**src/pcp_map.svh**
```systemverilog
// register offsets, field layouts and reset values of the pin control block
`ifndef PCP_MAP_SVH
`define PCP_MAP_SVH

`define PCP_OFF_DATA       12'h000
`define PCP_OFF_DIR        12'h004
`define PCP_OFF_LATCH      12'h008
`define PCP_OFF_ANALOG     12'h00C
`define PCP_OFF_PULLUP     12'h010
`define PCP_OFF_THRESH     12'h014
`define PCP_OFF_OPTION     12'h018

`define PCP_RST_DIR        8'hFF
`define PCP_RST_ANALOG     8'hFF
`define PCP_RST_PULLUP     8'hFF
`define PCP_RST_THRESH     8'h04
`define PCP_RST_LATCH      8'h00
`define PCP_RST_OPTION     1'b1
`define PCP_RST_SYNC       8'h00
`define PCP_RST_RDATA      32'h0000_0000

`define PCP_ANALOG_IMPL    8'hCF
`define PCP_MASK_FULL      8'hFF
`define PCP_MASK_SMALL     8'h3F
`define PCP_OPT_PULLUP_N   0

`endif

```
**src/pcp_pkg.sv**
```systemverilog
// types shared by the pin control block
package pcp_pkg;

    // per-pin drive controls going out to the pad ring
    typedef struct packed {
        logic [7:0] drive_out;
        logic [7:0] drive_oe;
        logic [7:0] pull_up_on;
        logic [7:0] analog_on;
        logic [7:0] schmitt_sel;
    } pcp_pad_ctl_t;

    // register selected by a bus address
    typedef enum {
        PCP_SEL_DATA,
        PCP_SEL_DIR,
        PCP_SEL_LATCH,
        PCP_SEL_ANALOG,
        PCP_SEL_PULLUP,
        PCP_SEL_THRESH,
        PCP_SEL_OPTION,
        PCP_SEL_NONE
    } pcp_sel_t;

endpackage

```
**src/pcp_port_c.sv**
```systemverilog
// eight-bit bidirectional port pin control with apb register access
// Contract
// - direction bit one tri-states the pin driver; zero makes it an output.
// - writes to the port data register land in the output latch.
// - reads of the port data register return sampled pin levels.
// - output latch holds software-written drive value for every implemented pin.
// - small variant: top two bits of every register unimplemented, read zero.
// - analog select implements bits 7-6 and 3-0; bits 5-4 read zero.
// - pull-up enable bit one enables the pin pull-up, zero disables it.
// - pull-ups act only while global active-low pull-up enable is clear.
// - pull-up is switched off whenever the pin is an output.
// - threshold bit picks schmitt input when one, ttl input when zero.
// - a pin in analog mode reads zero through the port data register.
// - port data writes load the written byte straight into the output latch.
`timescale 1ns/10ps
`include "pcp_map.svh"

module pcp_port_c #(
    parameter bit SMALL_VARIANT = 1'b0
) (
    input  wire logic                  pclk,
    input  wire logic                  presetn,
    input  wire logic                  psel,
    input  wire logic                  penable,
    input  wire logic                  pwrite,
    input  wire logic [11:0]           paddr,
    input  wire logic [31:0]           pwdata,
    input  wire logic [3:0]            pstrb,
    output logic      [31:0]           prdata,
    output logic                       pready,
    output logic                       pslverr,
    input  wire logic [7:0]            pin_ttl_in,
    input  wire logic [7:0]            pin_schmitt_in,
    input  wire logic [7:0]            periph_own,
    input  wire logic [7:0]            periph_out,
    output pcp_pkg::pcp_pad_ctl_t      pad_ctl
);

    // implemented-bit mask for this variant
    localparam logic [7:0] IMPL =
        SMALL_VARIANT ? `PCP_MASK_SMALL : `PCP_MASK_FULL;

    logic [7:0] dir_q;
    logic [7:0] latch_q;
    logic [7:0] analog_q;
    logic [7:0] pullup_q;
    logic [7:0] thresh_q;
    logic       opt_pullup_n_q;
    logic [7:0] ttl_s1_q;
    logic [7:0] ttl_s2_q;
    logic [7:0] st_s1_q;
    logic [7:0] st_s2_q;
    logic [7:0] pin_level;
    logic [7:0] port_read;
    logic [31:0] rdata_d;
    logic       wr_acc;
    logic       rd_acc;
    pcp_pkg::pcp_sel_t sel;
    logic [7:0] dir_d;
    logic [7:0] latch_d;
    logic [7:0] analog_d;
    logic [7:0] pullup_d;
    logic [7:0] thresh_d;
    logic       opt_pullup_n_d;
    logic [7:0] wr_byte;
    logic       wr_dir;
    logic       wr_latch;
    logic       wr_analog;
    logic       wr_pullup;
    logic       wr_thresh;
    logic       wr_option;

    // address decode, used by both read and write paths
    function automatic pcp_pkg::pcp_sel_t decode(input logic [11:0] a);
        case (a)
            `PCP_OFF_DATA:   decode = pcp_pkg::PCP_SEL_DATA;
            `PCP_OFF_DIR:    decode = pcp_pkg::PCP_SEL_DIR;
            `PCP_OFF_LATCH:  decode = pcp_pkg::PCP_SEL_LATCH;
            `PCP_OFF_ANALOG: decode = pcp_pkg::PCP_SEL_ANALOG;
            `PCP_OFF_PULLUP: decode = pcp_pkg::PCP_SEL_PULLUP;
            `PCP_OFF_THRESH: decode = pcp_pkg::PCP_SEL_THRESH;
            `PCP_OFF_OPTION: decode = pcp_pkg::PCP_SEL_OPTION;
            default:         decode = pcp_pkg::PCP_SEL_NONE;
        endcase
    endfunction

    // apb handshake: zero wait states, error on unmapped address
    assign sel     = decode(paddr);
    assign pready  = 1'b1;
    assign pslverr = psel & penable & (sel == pcp_pkg::PCP_SEL_NONE);
    assign wr_acc  = psel & penable & pwrite & pstrb[0]
                     & (sel != pcp_pkg::PCP_SEL_NONE);
    assign rd_acc  = psel & ~penable & ~pwrite;

    // one write strobe per register, all from the shared decode
    assign wr_byte   = pwdata[7:0];
    assign wr_dir    = wr_acc & (sel == pcp_pkg::PCP_SEL_DIR);
    assign wr_analog = wr_acc & (sel == pcp_pkg::PCP_SEL_ANALOG);
    assign wr_pullup = wr_acc & (sel == pcp_pkg::PCP_SEL_PULLUP);
    assign wr_thresh = wr_acc & (sel == pcp_pkg::PCP_SEL_THRESH);
    assign wr_option = wr_acc & (sel == pcp_pkg::PCP_SEL_OPTION);
    // port data writes share the latch with direct latch writes
    assign wr_latch  = wr_acc & ((sel == pcp_pkg::PCP_SEL_LATCH)
                                 | (sel == pcp_pkg::PCP_SEL_DATA));

    // two-stage synchroniser for the ttl buffer of every pin
    always_ff @(posedge pclk or negedge presetn)
    begin
        if (!presetn)
        begin
            ttl_s1_q <= `PCP_RST_SYNC;
            ttl_s2_q <= `PCP_RST_SYNC;
        end
        else
        begin
            ttl_s1_q <= pin_ttl_in;
            ttl_s2_q <= ttl_s1_q;
        end
    end

    // two-stage synchroniser for the schmitt buffer of every pin
    always_ff @(posedge pclk or negedge presetn)
    begin
        if (!presetn)
        begin
            st_s1_q <= `PCP_RST_SYNC;
            st_s2_q <= `PCP_RST_SYNC;
        end
        else
        begin
            st_s1_q <= pin_schmitt_in;
            st_s2_q <= st_s1_q;
        end
    end

    // per-pin input selection and analog masking
    generate
        for (genvar i = 0; i < 8; i++)
        begin : g_pin_in
            assign pin_level[i] = thresh_q[i] ? st_s2_q[i]
                                              : ttl_s2_q[i];
            assign port_read[i] = pin_level[i] & ~analog_q[i]
                                  & IMPL[i];
        end
    endgenerate

    // per-pin pad drive and pull-up control
    generate
        for (genvar i = 0; i < 8; i++)
        begin : g_pin_out
            assign pad_ctl.drive_oe[i]   = ~dir_q[i];
            assign pad_ctl.drive_out[i]  = periph_own[i] ? periph_out[i]
                                                         : latch_q[i];
            assign pad_ctl.pull_up_on[i] = pullup_q[i] & ~opt_pullup_n_q
                                           & dir_q[i];
        end
    endgenerate

    // analog buffer disable and threshold select go to the pads
    assign pad_ctl.analog_on   = analog_q;
    assign pad_ctl.schmitt_sel = thresh_q;

    // next values: masked write data on a strobe, otherwise hold
    always_comb
    begin
        dir_d          = dir_q;
        latch_d        = latch_q;
        analog_d       = analog_q;
        pullup_d       = pullup_q;
        thresh_d       = thresh_q;
        opt_pullup_n_d = opt_pullup_n_q;
        if (wr_dir)
        begin
            dir_d = wr_byte & IMPL;
        end
        if (wr_latch)
        begin
            latch_d = wr_byte & IMPL;
        end
        if (wr_analog)
        begin
            analog_d = wr_byte & `PCP_ANALOG_IMPL & IMPL;
        end
        if (wr_pullup)
        begin
            pullup_d = wr_byte & IMPL;
        end
        if (wr_thresh)
        begin
            thresh_d = wr_byte & IMPL;
        end
        if (wr_option)
        begin
            opt_pullup_n_d = wr_byte[`PCP_OPT_PULLUP_N];
        end
    end

    // direction register, every implemented pin an input after reset
    always_ff @(posedge pclk or negedge presetn)
    begin
        if (!presetn)
        begin
            dir_q <= `PCP_RST_DIR & IMPL;
        end
        else
        begin
            dir_q <= dir_d;
        end
    end

    // output latch, written directly or through the port data register
    always_ff @(posedge pclk or negedge presetn)
    begin
        if (!presetn)
        begin
            latch_q <= `PCP_RST_LATCH;
        end
        else
        begin
            latch_q <= latch_d;
        end
    end

    // analog select, gap bits never stored
    always_ff @(posedge pclk or negedge presetn)
    begin
        if (!presetn)
        begin
            analog_q <= `PCP_RST_ANALOG & `PCP_ANALOG_IMPL & IMPL;
        end
        else
        begin
            analog_q <= analog_d;
        end
    end

    // per-pin pull-up enables
    always_ff @(posedge pclk or negedge presetn)
    begin
        if (!presetn)
        begin
            pullup_q <= `PCP_RST_PULLUP & IMPL;
        end
        else
        begin
            pullup_q <= pullup_d;
        end
    end

    // input threshold select
    always_ff @(posedge pclk or negedge presetn)
    begin
        if (!presetn)
        begin
            thresh_q <= `PCP_RST_THRESH;
        end
        else
        begin
            thresh_q <= thresh_d;
        end
    end

    // global active-low pull-up enable, pull-ups off after reset
    always_ff @(posedge pclk or negedge presetn)
    begin
        if (!presetn)
        begin
            opt_pullup_n_q <= `PCP_RST_OPTION;
        end
        else
        begin
            opt_pullup_n_q <= opt_pullup_n_d;
        end
    end

    // read data mux, sampled in the setup phase
    always_comb
    begin
        rdata_d = 32'h0000_0000;
        case (sel)
            pcp_pkg::PCP_SEL_DATA:   rdata_d[7:0] = port_read;
            pcp_pkg::PCP_SEL_DIR:    rdata_d[7:0] = dir_q;
            pcp_pkg::PCP_SEL_LATCH:  rdata_d[7:0] = latch_q;
            pcp_pkg::PCP_SEL_ANALOG: rdata_d[7:0] = analog_q;
            pcp_pkg::PCP_SEL_PULLUP: rdata_d[7:0] = pullup_q;
            pcp_pkg::PCP_SEL_THRESH: rdata_d[7:0] = thresh_q;
            pcp_pkg::PCP_SEL_OPTION:
                rdata_d[`PCP_OPT_PULLUP_N] = opt_pullup_n_q;
            default:                 rdata_d = 32'h0000_0000;
        endcase
    end

    // registered read data for the access phase
    always_ff @(posedge pclk or negedge presetn)
    begin
        if (!presetn)
        begin
            prdata <= `PCP_RST_RDATA;
        end
        else if (rd_acc)
        begin
            prdata <= rdata_d;
        end
    end

endmodule

```
**config.mk**
```make
export PLATFORM = sky130hd
export DESIGN_NAME = pcp_port_c
export DESIGN_NICKNAME = d
export VERILOG_FILES = /design/src/pcp_pkg.sv /design/src/pcp_port_c.sv
export VERILOG_INCLUDE_DIRS = /design/src
export SDC_FILE = /design/constraint.sdc
export NUM_CORES = 1
export LEC_CHECK = 0
export BUFFER_PORTS_ARGS = -buffer_cell sky130_fd_sc_hd__buf_2
export CAP_MARGIN = 30
export CORE_MARGIN = 1
export CORE_UTILIZATION = 40
export DETAILED_ROUTE_END_ITERATION = 8
export PLACE_DENSITY = 0.69
export SETUP_SLACK_MARGIN = 0.5
export SYNTH_ARGS = -nofsm -noshare
export SYNTH_HDL_FRONTEND = slang
export SYNTH_SLANG_ARGS = --single-unit
export TNS_END_PERCENT = 5
```
**constraint.sdc**
```tcl
create_clock -name pclk -period 1.6 [get_ports pclk]
set_input_delay 0.08 -clock pclk [delete_from_list [all_inputs] [get_ports pclk]]
set_output_delay 0.08 -clock pclk [all_outputs]
set_load 0.01 [all_outputs]
```
======== After elaboration in Yosys (flattened, before gate mapping) ========
Cells that the tools add are included.
cells by class
  bitwise operators ....................... 53
  mux-type cells .......................... 19
  equal/unequal tests ..................... 20
  reductions and logical operators ........ 3
operator list
  cell                                                   count
  equality test 32 x 4 -> 1 bit (second input constant)  4
  equality test 32 x 3 -> 1 bit (second input constant)  2
  logical NOT 32 bit                                     2
  one-hot mux 7 bit (6 select lines)                     1
  equality test 12 x 5 -> 1 bit (second input constant)  3
  bitwise AND 1 bit                                      35
  equality test 32 x 2 -> 1 bit (second input constant)  1
  != test 32 x 4 -> 1 bit (second input constant)        1
  equality test 12 x 4 -> 1 bit (second input constant)  2
  one-hot mux 3 bit (7 select lines)                     1
  NOT 1 bit                                              17
  two-way mux 1 bit                                      16
  equality test 12 x 3 -> 1 bit (second input constant)  1
  logical NOT 12 bit                                     1
  equality test 3 bit (second input constant)            3
  one-hot mux 1 bit (7 select lines)                     1
  equality test 3 x 2 -> 1 bit (second input constant)   2
  equality test 3 x 1 -> 1 bit (second input constant)   1
  OR 1 bit                                               1
storage, ports and cells
  word-level logic and storage cells ...... 106
  flip-flop bits (word level) ............. 79
  output and inout port bits .............. 74
  input port bits ......................... 85

======== Depth between registers and ports, before layout ========
Gate-level depths: netlist (run 1).
  word-level depth ........................ 5
  depth in mapped cells ................... 6
  mapped depth without buffers ............ 4

======== Worst setup path after synthesis (run 1) ========
No wires, ideal clock.
  path kind ............................... input to register
  from .................................... input port paddr[5]
  to ...................................... register pullup_q[0]
  data required time ...................... 1.518 ns
  path buffers ............................ 1
  data arrival time ....................... 1.460 ns
  setup time .............................. 0.082 ns
  slack ................................... 0.057 ns
  stages .................................. 5
  cells stage by stage .................... nor4_4 -> nand4_4 -> or4_4 -> buf_6 -> mux2_4
on the way
  longest elaborated chain between the ends .. 5
  elaborated cells on any way between the ends .. 12
  those cells by class .................... 8 x eq/ne; 1 x mux; 2 x bitwise; 1 x reduce/logical
RTL lines
  item                                                   RTL line           source
  from (decl)                                            pcp_port_c.sv:26   input wire logic [11:0] paddr,
  equality test 12 x 5 -> 1 bit (tied with other cells)  pcp_port_c.sv:75   case (a)
  one-hot mux 3 bit (7 select lines) (*)                 pcp_port_c.sv:75
  != test 32 x 4 -> 1 bit                                pcp_port_c.sv:92   & (sel != pcp_pkg::PCP_SEL_NONE);
  bitwise AND 1 bit                                      pcp_port_c.sv:92
  bitwise AND 1 bit (*)                                  pcp_port_c.sv:99   assign wr_pullup = wr_acc & (sel == pcp_pkg::PCP_SEL_PULLUP);
  to (signal assigned)                                   pcp_port_c.sv:242  pullup_q <= `PCP_RST_PULLUP & IMPL;
  to (signal assigned)                                   pcp_port_c.sv:246  pullup_q <= pullup_d;
  to (decl)                                              pcp_port_c.sv:46   logic [7:0] pullup_q;
Every way passes the cells marked *; elsewhere a longest branch is shown, timed or not.
A chain may end at the register's enable or synchronous reset.

======== Worst setup path in the final report (run 1) ========
  from .................................... register thresh_q[1]
  to ...................................... register prdata[1]
on the way
  longest elaborated chain between the ends .. 3
RTL lines
  item                                    RTL line           source
  from (decl)                             pcp_port_c.sv:47   logic [7:0] thresh_q;
  from (signal assigned)                  pcp_port_c.sv:255  thresh_q <= `PCP_RST_THRESH;
  from (signal assigned)                  pcp_port_c.sv:259  thresh_q <= thresh_d;
  two-way mux 1 bit                       pcp_port_c.sv:140  assign pin_level[i] = thresh_q[i] ? st_s2_q[i]
  bitwise AND 1 bit                       pcp_port_c.sv:142  assign port_read[i] = pin_level[i] & ~analog_q[i]
  one-hot mux 7 bit (6 select lines) (*)  pcp_port_c.sv:280  case (sel)
  to (signal assigned)                    pcp_port_c.sv:298  prdata <= `PCP_RST_RDATA;
  to (signal assigned)                    pcp_port_c.sv:302  prdata <= rdata_d;
  to (decl)                               pcp_port_c.sv:29   output logic [31:0] prdata,
Marked as above.

==> metrics.csv, run 1 <==
stage,metric,value,unit
final_layout,Filler Cells Inserted,763,
detailed_routing,Met2 Wirelength,4.09,mm
floorplan,I/O pin total,159,
clocking,clk sinks,79,
floorplan,Initial Utilization,41.5,%
synth,Area contributors post-synth,"dfrtp_1 38%, dfstp_2 17%, mux2_2 14%, buf_4 5.6%, mux2_4 3.3%",
place,dpl hpwl,6.18,mm
worst_setup_path,Worst setup EP type,flop,
worst_setup_path,Critical Path Start Type,flop,
floorplan,Chip Height,97.4,um
synth,Yosys warning total,0,
power_and_ir_drop,Sw Ratio,22.4,%
detailed_routing,post-route ant nets,0,
detailed_routing,Initial DRC Count,104,
final_layout,"most common cell after layout, fill and taps aside",buf_2,
final_layout,layout cells sized above 1,54.2,%
timing,# setup viols final,0,
synth,mux cell area share after synthesis,19.5,%
detailed_routing,met3 WL post-DR,649,um
timing,part of the cycle the worst path needs,84.8,%
synth,post-synthesis cell area,0.00364,mm^2
timing,FMAX,737,MHz
timing,Slew Limit Headroom,53.4,%
final_layout,Layout Cells excl Fill,549,
clocking,Clock Latency Late Sink,0.36,ns
synth,synthesized flop and latch total,79,
global_route,total track usage,18.6,%
power_and_ir_drop,Combinational Power Share,8.7,%
global_route,number of global-route vias before repair,2681,
detailed_routing,highest metal used,met4,
final_layout,final core utilization,54.9,%
floorplan,num rows,34,
clocking,"CTS clk-pin slew, worst paths",0.08,ns
timing,min Tclk post-route,1.36,ns
clocking,CTS max path bufs,2,
detailed_routing,DRC viols,0,
clocking,CTS tree,yes,
detailed_routing,WL/cell,15.6,um
synth,Yosys cell types,48,
worst_setup_path,CP arrival,1.61,ns
global_route,pin count of the biggest net entering global routing,28,
detailed_routing,DR vias,2690,
power_and_ir_drop,sequential share of power,51.8,%
timing,Max Slew Vio Count,0,
synth,Synth Area in Adders,0,%
worst_setup_path,Required @ worst endpoint,1.86,ns
timing,hold_ws,0.00208,ns
floorplan,DIE AREA,0.00948,mm^2
global_route,first-pass GRT wire length,13.5,mm
final_layout,n_diodes,0,
synth,Synth Flop Type,dfrtp_1,
timing,RSZ-0062 raised after global routing,true,
synth,simple-gate share of the synthesized area,9.66,%
timing,Hold Fails Final Rpt,0,
power_and_ir_drop,Worst VDD drop,0.670,mV
clocking,CTS H-tree depth,3,
synth,Cells after Synth,284,
global_route,grt ovf,0,
global_route,antenna violations before repair,0,
synth,Synth async-reset ratio,100,%
power_and_ir_drop,Clock power frac,39.5,%
synth,Synth top area share,37.8,%
worst_setup_path,crit path kind,flop to flop,
place,port buffer count,104,
floorplan,Die W,97.4,um
detailed_routing,DR pass1 iterations,4,
power_and_ir_drop,Tot Pwr,3.96,mW
power_and_ir_drop,Pint,3.07,mW
floorplan,Core Box Area,0.00876,mm^2
timing,skew final,0.00774,ns
timing,Slew @ Worst Pin,0.697,ns
final_layout,area of the multi-input gates,0.00145,mm^2
synth,Post-Synth XOR/XNOR Area,0,%
final_layout,most frequent cells in the layout,"103 x buf_2, 55 x dfrtp_1, 45 x mux2_2, 31 x buf_4, 27 x conb_1",
final_layout,Final #Nets,521,
synth,sequential fraction of the synthesis area,55.1,%
detailed_routing,drt via density,4.90,
clocking,clock root cell,clkbuf_8,
synth,syn avg cell area,12.8,um^2
power_and_ir_drop,switching power,0.888,mW
synth,Post-synth EDFFs,0,
final_layout,area grow syn2layout,32.2,%
clocking,Num CTS Buffers,9,
status,status,finished clean,
detailed_routing,M1 wire length,3.69,mm
run,Max Cap Violations,0,
synth,Synth Area in Compound Gates,7.36,%
detailed_routing,DRT Wirelength,8.57,mm
place,RD Place Congestion,0.813,
place,placed insts,509,
final_layout,Sequential cell area,0.00201,mm^2
power_and_ir_drop,Pwr Density,823,mW/mm^2
synth,top cell type by total area after synthesis,dfrtp_1,
power_and_ir_drop,static leakage,2.36,nW
worst_hold_path,hold crit path type,input port to flop,
synth,largest family of logic cells by synthesized area,multiplexers,
worst_setup_path,CP max FO,3,
[power by group through the flow]
| stage | sequential [mW] | combinational, mW | clock (mW) |
|---|---|---|---|
| 3_5_place_dp | 2.09 | 0.307 | 0 |
| 2_1_floorplan | 2.08 | 0.174 | 0 |
| 6_report | 2.05 | 0.345 | 1.57 |
| 5_1_grt | 2.05 | 0.381 | 1.69 |
| 3_3_place_gp | 2.09 | 0.300 | 0 |
| 4_1_cts | 2.05 | 0.345 | 1.60 |
[worst max-delay path: stages (launching register included)]
cell and delay (ns):
dfrtp_1 0.38, mux2_2 0.35, a22oi_1 0.15, o221ai_1 0.15, a22o_1 0.21
[through the flow]
step | setup WS, ns | area, um^2 | setup TNS, ns
floorplan | 0.0574 | 3730 | 0
global placement | -0.0534 | 4350 | -0.796
detailed placement | -0.0614 | 4350 | -0.883
CTS | 0.237 | 4780 | 0
global route | 0.165 | 4810 | 0
finish | 0.243 | 4810 | 0
[repair_timing]
| item | in CTS | in global routing |
|---|---|---|
| hold buffers | 19 | 0 |
| gates resized for setup | 5 | 3 |
| buffers inserted | 2 | 3 |
| pin swaps | 3 | 2 |
| setup endpoints to repair | 78 | 80 |
| hold endpoints to repair | 68 | 0 |
| cloned | 0 | 0 |
[final cells by class]
type	instances	area share (%)
Clock inverter	4	1.46
Clock buffer	12	2.81
Sequential cell	79	41.7
Inverter	11	0.858
Multi-Input combinational cell	180	30.2
Tap cell	108	2.81
Timing Repair Buffer	155	20.2
[state kept, by name (all words and copies together) (netlist names)]
name,flops
dir_q,8
latch_q,8
prdata,8
pullup_q,8
st_s1_q,8
st_s2_q,8
thresh_q,8
ttl_s1_q,8
ttl_s2_q,8
analog_q,6
opt_pullup_n_q,1
[synthesized netlist by cell type, types with 2 or more instances]
master	count
o31a_1	2
conb_1	2
nor3_1	3
buf_4	27
nor2b_1	4
clkbuf_1	8
mux2i_1	7
nor2_1	13
o31ai_1	3
dfstp_2	24
a211oi_1	2
nand4_1	2
nand2_1	15
mux2_4	8
nand2b_1	3
a222oi_1	2
nor3_2	2
o221ai_1	4
buf_1	2
nor4_1	2
a21oi_1	4
o211ai_1	2
inv_1	11
dfrtp_1	55
mux2_2	46
a22o_1	4
a22oi_1	6
[per-layer routing]
layer | track usage [%] | up-vias
met3 | 4.53 | 14
met2 | 30.1 | 116
li1 | - | 1259
met1 | 23.4 | 1301
met4 | 8.82 | 0
met5 | 0 | -
[worst paths after layout]
check | startpoint | end | slack, ns | cells after the start
max in group asynchronous | presetn | dir_q[4] | 0.83 | 3
hold reg to reg | ttl_s1_q[4] | ttl_s2_q[4] | 0.35 | 0
hold / removal | pwdata[5] | pullup_q[5] | 0.002 | 2
min in group asynchronous | presetn | ttl_s1_q[6] | 0.16 | 2
setup / recovery | thresh_q[1] | prdata[1] | 0.24 | 4
setup reg to reg | thresh_q[1] | prdata[1] | 0.24 | 4
[cell families (layout without fill, tap and decap cells)]
family                 after synthesis  in the layout
DFF                                 79             79
and+or+nand+nor                     58             58
AOI/OAI and AO/OA                   34             34
muxes                               61             61
buffers and inverters               50            182
other                                2             27
(Power assumes the default switching activity.)
==> inputs of run 2 (changes only) <==
--- a/config.mk
+++ b/config.mk
@@ -11,7 +11,7 @@
 export CORE_MARGIN = 1
 export CORE_UTILIZATION = 40
 export DETAILED_ROUTE_END_ITERATION = 8
-export PLACE_DENSITY = 0.69
+export PLACE_DENSITY = 0.72
 export SETUP_SLACK_MARGIN = 0.5
 export SYNTH_ARGS = -nofsm -noshare
 export SYNTH_HDL_FRONTEND = slang
==> constraint.sdc (replaced) <==
create_clock -name pclk -period 1.1 [get_ports pclk]
set_input_delay 0.055 -clock pclk [delete_from_list [all_inputs] [get_ports pclk]]
set_output_delay 0.055 -clock pclk [all_outputs]
set_load 0.01 [all_outputs]
==> run 2 against run 1 <==
Net effect: the run now ends with hold timing, setup timing left; clock skew down 0.0026 ns; maximum frequency down 3.3%; sequential share of layout area down 5.0 points; register-to-register slack worse by 0.55 ns; sequential cell count unchanged; cell count up 6.6%; die area unchanged; highest routed layer unchanged.
==> metrics.csv, run 2 (synthesis gave the netlist of run 1 again) <==
stage,metric,value,unit,change
place,placed insts,547,,+7.5%
final_layout,Final #Nets,557,,+6.9%
timing,RSZ-0062 raised after global routing,true,,
power_and_ir_drop,Clock power frac,39.3,%,-0.2 points
global_route,total track usage,20.5,%,+1.9 points
timing,hold_ws,-0.281,ns,-0.283 ns
timing,Slew @ Worst Pin,0.577,ns,-0.121 ns
place,RD Place Congestion,0.852,,+4.8%
detailed_routing,post-route ant nets,0,,unchanged
worst_setup_path,cells along the critical path,mux2i_1 -> o31a_1 -> a2111oi_2 -> a211o_1,,
power_and_ir_drop,Combinational Power Share,10.0,%,+1.3 points
floorplan,I/O pin total,159,,unchanged
final_layout,Filler Cells Inserted,642,,-16%
timing,Max Slew Vio Count,0,,unchanged
worst_setup_path,slowest CP cell,dfstp_2,,
floorplan,num rows,34,,unchanged
worst_setup_path,Required @ worst endpoint,1.39,ns,-0.47 ns
power_and_ir_drop,Pint,4.52,mW,+47%
power_and_ir_drop,static leakage,2.66,nW,+13%
floorplan,DIE AREA,0.00948,mm^2,unchanged
detailed_routing,DRC viols,0,,unchanged
detailed_routing,Initial DRC Count,193,,+86%
global_route,pin count of the biggest net entering global routing,80,,+190%
clocking,CTS Hold Bufs,16,,-3
worst_setup_path,Critical Path Start Type,flop,,
detailed_routing,DR pass1 iterations,7,,+3
floorplan,Initial Utilization,41.5,%,unchanged
timing,FMAX,712,MHz,-3.3%
worst_setup_path,Reg-to-Reg End,prdata[2],,
clocking,clk sinks,79,,unchanged
detailed_routing,WL/cell,16.8,um,+7.7%
timing,Slew Limit Headroom,61.5,%,+8.1 points
clocking,CTS H-tree depth,3,,unchanged
timing,part of the cycle the worst path needs,128,%,+43 points
floorplan,Chip Height,97.4,um,unchanged
power_and_ir_drop,Tot Pwr,5.89,mW,+49%
timing,# setup viols final,78,,+78
worst_setup_path,RR Startpoint,thresh_q[2],,
worst_setup_path,Reg2Reg Depth,4,,unchanged
run,Max Cap Violations,0,,unchanged
floorplan,Core Box Area,0.00876,mm^2,unchanged
global_route,grt ovf,0,,unchanged
power_and_ir_drop,switching power,1.37,mW,+54%
power_and_ir_drop,Pwr Density,1080,mW/mm^2,+31%
floorplan,Die W,97.4,um,unchanged
power_and_ir_drop,Sw Ratio,23.2,%,+0.79 points
timing,Hold Fails Final Rpt,55,,+55
worst_setup_path,CP arrival,1.69,ns,+0.08 ns
worst_setup_path,Worst setup EP type,flop,,
detailed_routing,drt via density,5.04,,+2.9%
timing,min Tclk post-route,1.40,ns,+0.0465 ns
power_and_ir_drop,Worst VDD drop,0.882,mV,+32%
worst_hold_path,hold crit path type,input port to async pin,,
final_layout,most frequent cells in the layout,"74 x buf_2, 55 x dfrtp_1, 53 x buf_6, 46 x buf_4, 33 x mux2_2",,
global_route,first-pass GRT wire length,14.9,mm,+11%
worst_setup_path,R2R setup slack,-0.30,ns,-0.55 ns
final_layout,"most common cell after layout, fill and taps aside",buf_2,,
clocking,CTS max path bufs,2,,unchanged
final_layout,layout cells sized above 1,62.3,%,+8.1 points
clocking,Clock Latency Late Sink,0.35,ns,about the same
detailed_routing,DRT Wirelength,9.84,mm,+15%
final_layout,n_diodes,0,,unchanged
place,port buffer count,104,,unchanged
global_route,number of global-route vias before repair,2967,,+11%
status,failing checks,"hold timing, setup timing",,
final_layout,area grow syn2layout,50.1,%,
worst_setup_path,CP peak stage delay,0.56,ns,+0.18 ns
global_route,antenna violations before repair,0,,unchanged
worst_setup_path,CP max FO,2,,-1
clocking,CTS tree,yes,,
timing,fin worst setup slack,-0.304,ns,-0.546 ns
clocking,"CTS clk-pin slew, worst paths",0.08,ns,about the same
worst_setup_path,crit path kind,flop to flop,,
place,Post-Place Setup Slack,-0.593,ns,-0.532 ns
detailed_routing,DR vias,2950,,+9.7%
clocking,clock root cell,clkbuf_8,,
power_and_ir_drop,sequential share of power,50.7,%,-1.1 points
place,dpl hpwl,6.56,mm,+6.1%
clocking,Num CTS Buffers,9,,unchanged
timing,skew final,0.00515,ns,-0.00259 ns
final_layout,Layout Cells excl Fill,585,,+6.6%
status,status,finished with violations,,
-- run 2: cell types whose count changed in the layout (fill, tap and decap cells not counted), moves of 12 or more --
cell	delta
buf_6	+53
buf_2	-29
buf_4	+15
mux2_2	-12
mux2_4	+12
-- run 2: layer usage --
layer  vias to the layer above  share of wire (%)  GRT usage [%]
met5                         -                  0              0
li1                       1338                  -              -
met3                        26                5.6           4.17
met1                      1442                 42           26.5
met2                       144                 50           33.7
met4                         0                2.8           8.37
-- run 2: repair_timing --
| action | in CTS | in global routing |
|---|---|---|
| setup endpoints to repair | 94 | 94 |
| gates resized for setup | 55 | 39 |
| endpoints found under the hold margin | 80 | 56 |
| setup buffers | 3 | 3 |
| pin swaps | 12 | 12 |
| cloned | 0 | 0 |
-- run 2: how the worst max path moves through the flow --
stage / start / endpoint / slack (ns) / cells after the start
2_1_floorplan: paddr[5] / pullup_q[0] / -0.42 / 5
4_1_cts: thresh_q[2] / prdata[2] / -0.26 / 4
5_1_grt: thresh_q[2] / prdata[2] / -0.32 / 4
3_3_place_gp: paddr[5] / pullup_q[3] / -0.53 / 5
6_report: thresh_q[2] / prdata[2] / -0.30 / 4
3_5_place_dp: paddr[5] / dir_q[2] / -0.59 / 7
-- run 2: metrics by stage --
| step | utilization [%] | cell area, um^2 | TNS, ns |
|---|---|---|---|
| final | 62.4 | 5460 | -10.33 |
| after global routing | 62.4 | 5460 | -13.55 |
| after CTS | 60.3 | 5280 | -10.80 |
| after detailed placement | 52.9 | 4640 | -23.16 |
| after global placement | 52.9 | 4640 | -21.41 |
| after floorplan | - | 3730 | -14.42 |
-- run 2: layout make-up --
type / instances / area [um^2] / area share (%)
Clock inverter: 6 / 85.1 / 1.56
Timing Repair Buffer: 191 / 1510 / 27.6
Clock buffer: 10 / 128 / 2.34
Sequential cell: 79 / 2010 / 36.7
Tap cell: 108 / 135 / 2.47
Inverter: 11 / 41.3 / 0.756
Multi-Input combinational cell: 180 / 1560 / 28.6
-- run 2: power by group through the flow --
stage / clock network, mW / registers (mW) / logic [mW]
6_report: 2.31 / 2.98 / 0.591
5_1_grt: 2.49 / 2.99 / 0.640
3_3_place_gp: 0 / 3.03 / 0.479
3_5_place_dp: 0 / 3.04 / 0.490
2_1_floorplan: 0 / 3.03 / 0.252
4_1_cts: 2.35 / 2.98 / 0.571
-- run 2: critical path, delay by kind of cell, from the launching register on --
family	cells	cell delay, ns
multiplexers	1	0.08
AO/OA/AOI/OAI	3	0.70
flip-flops	1	0.56
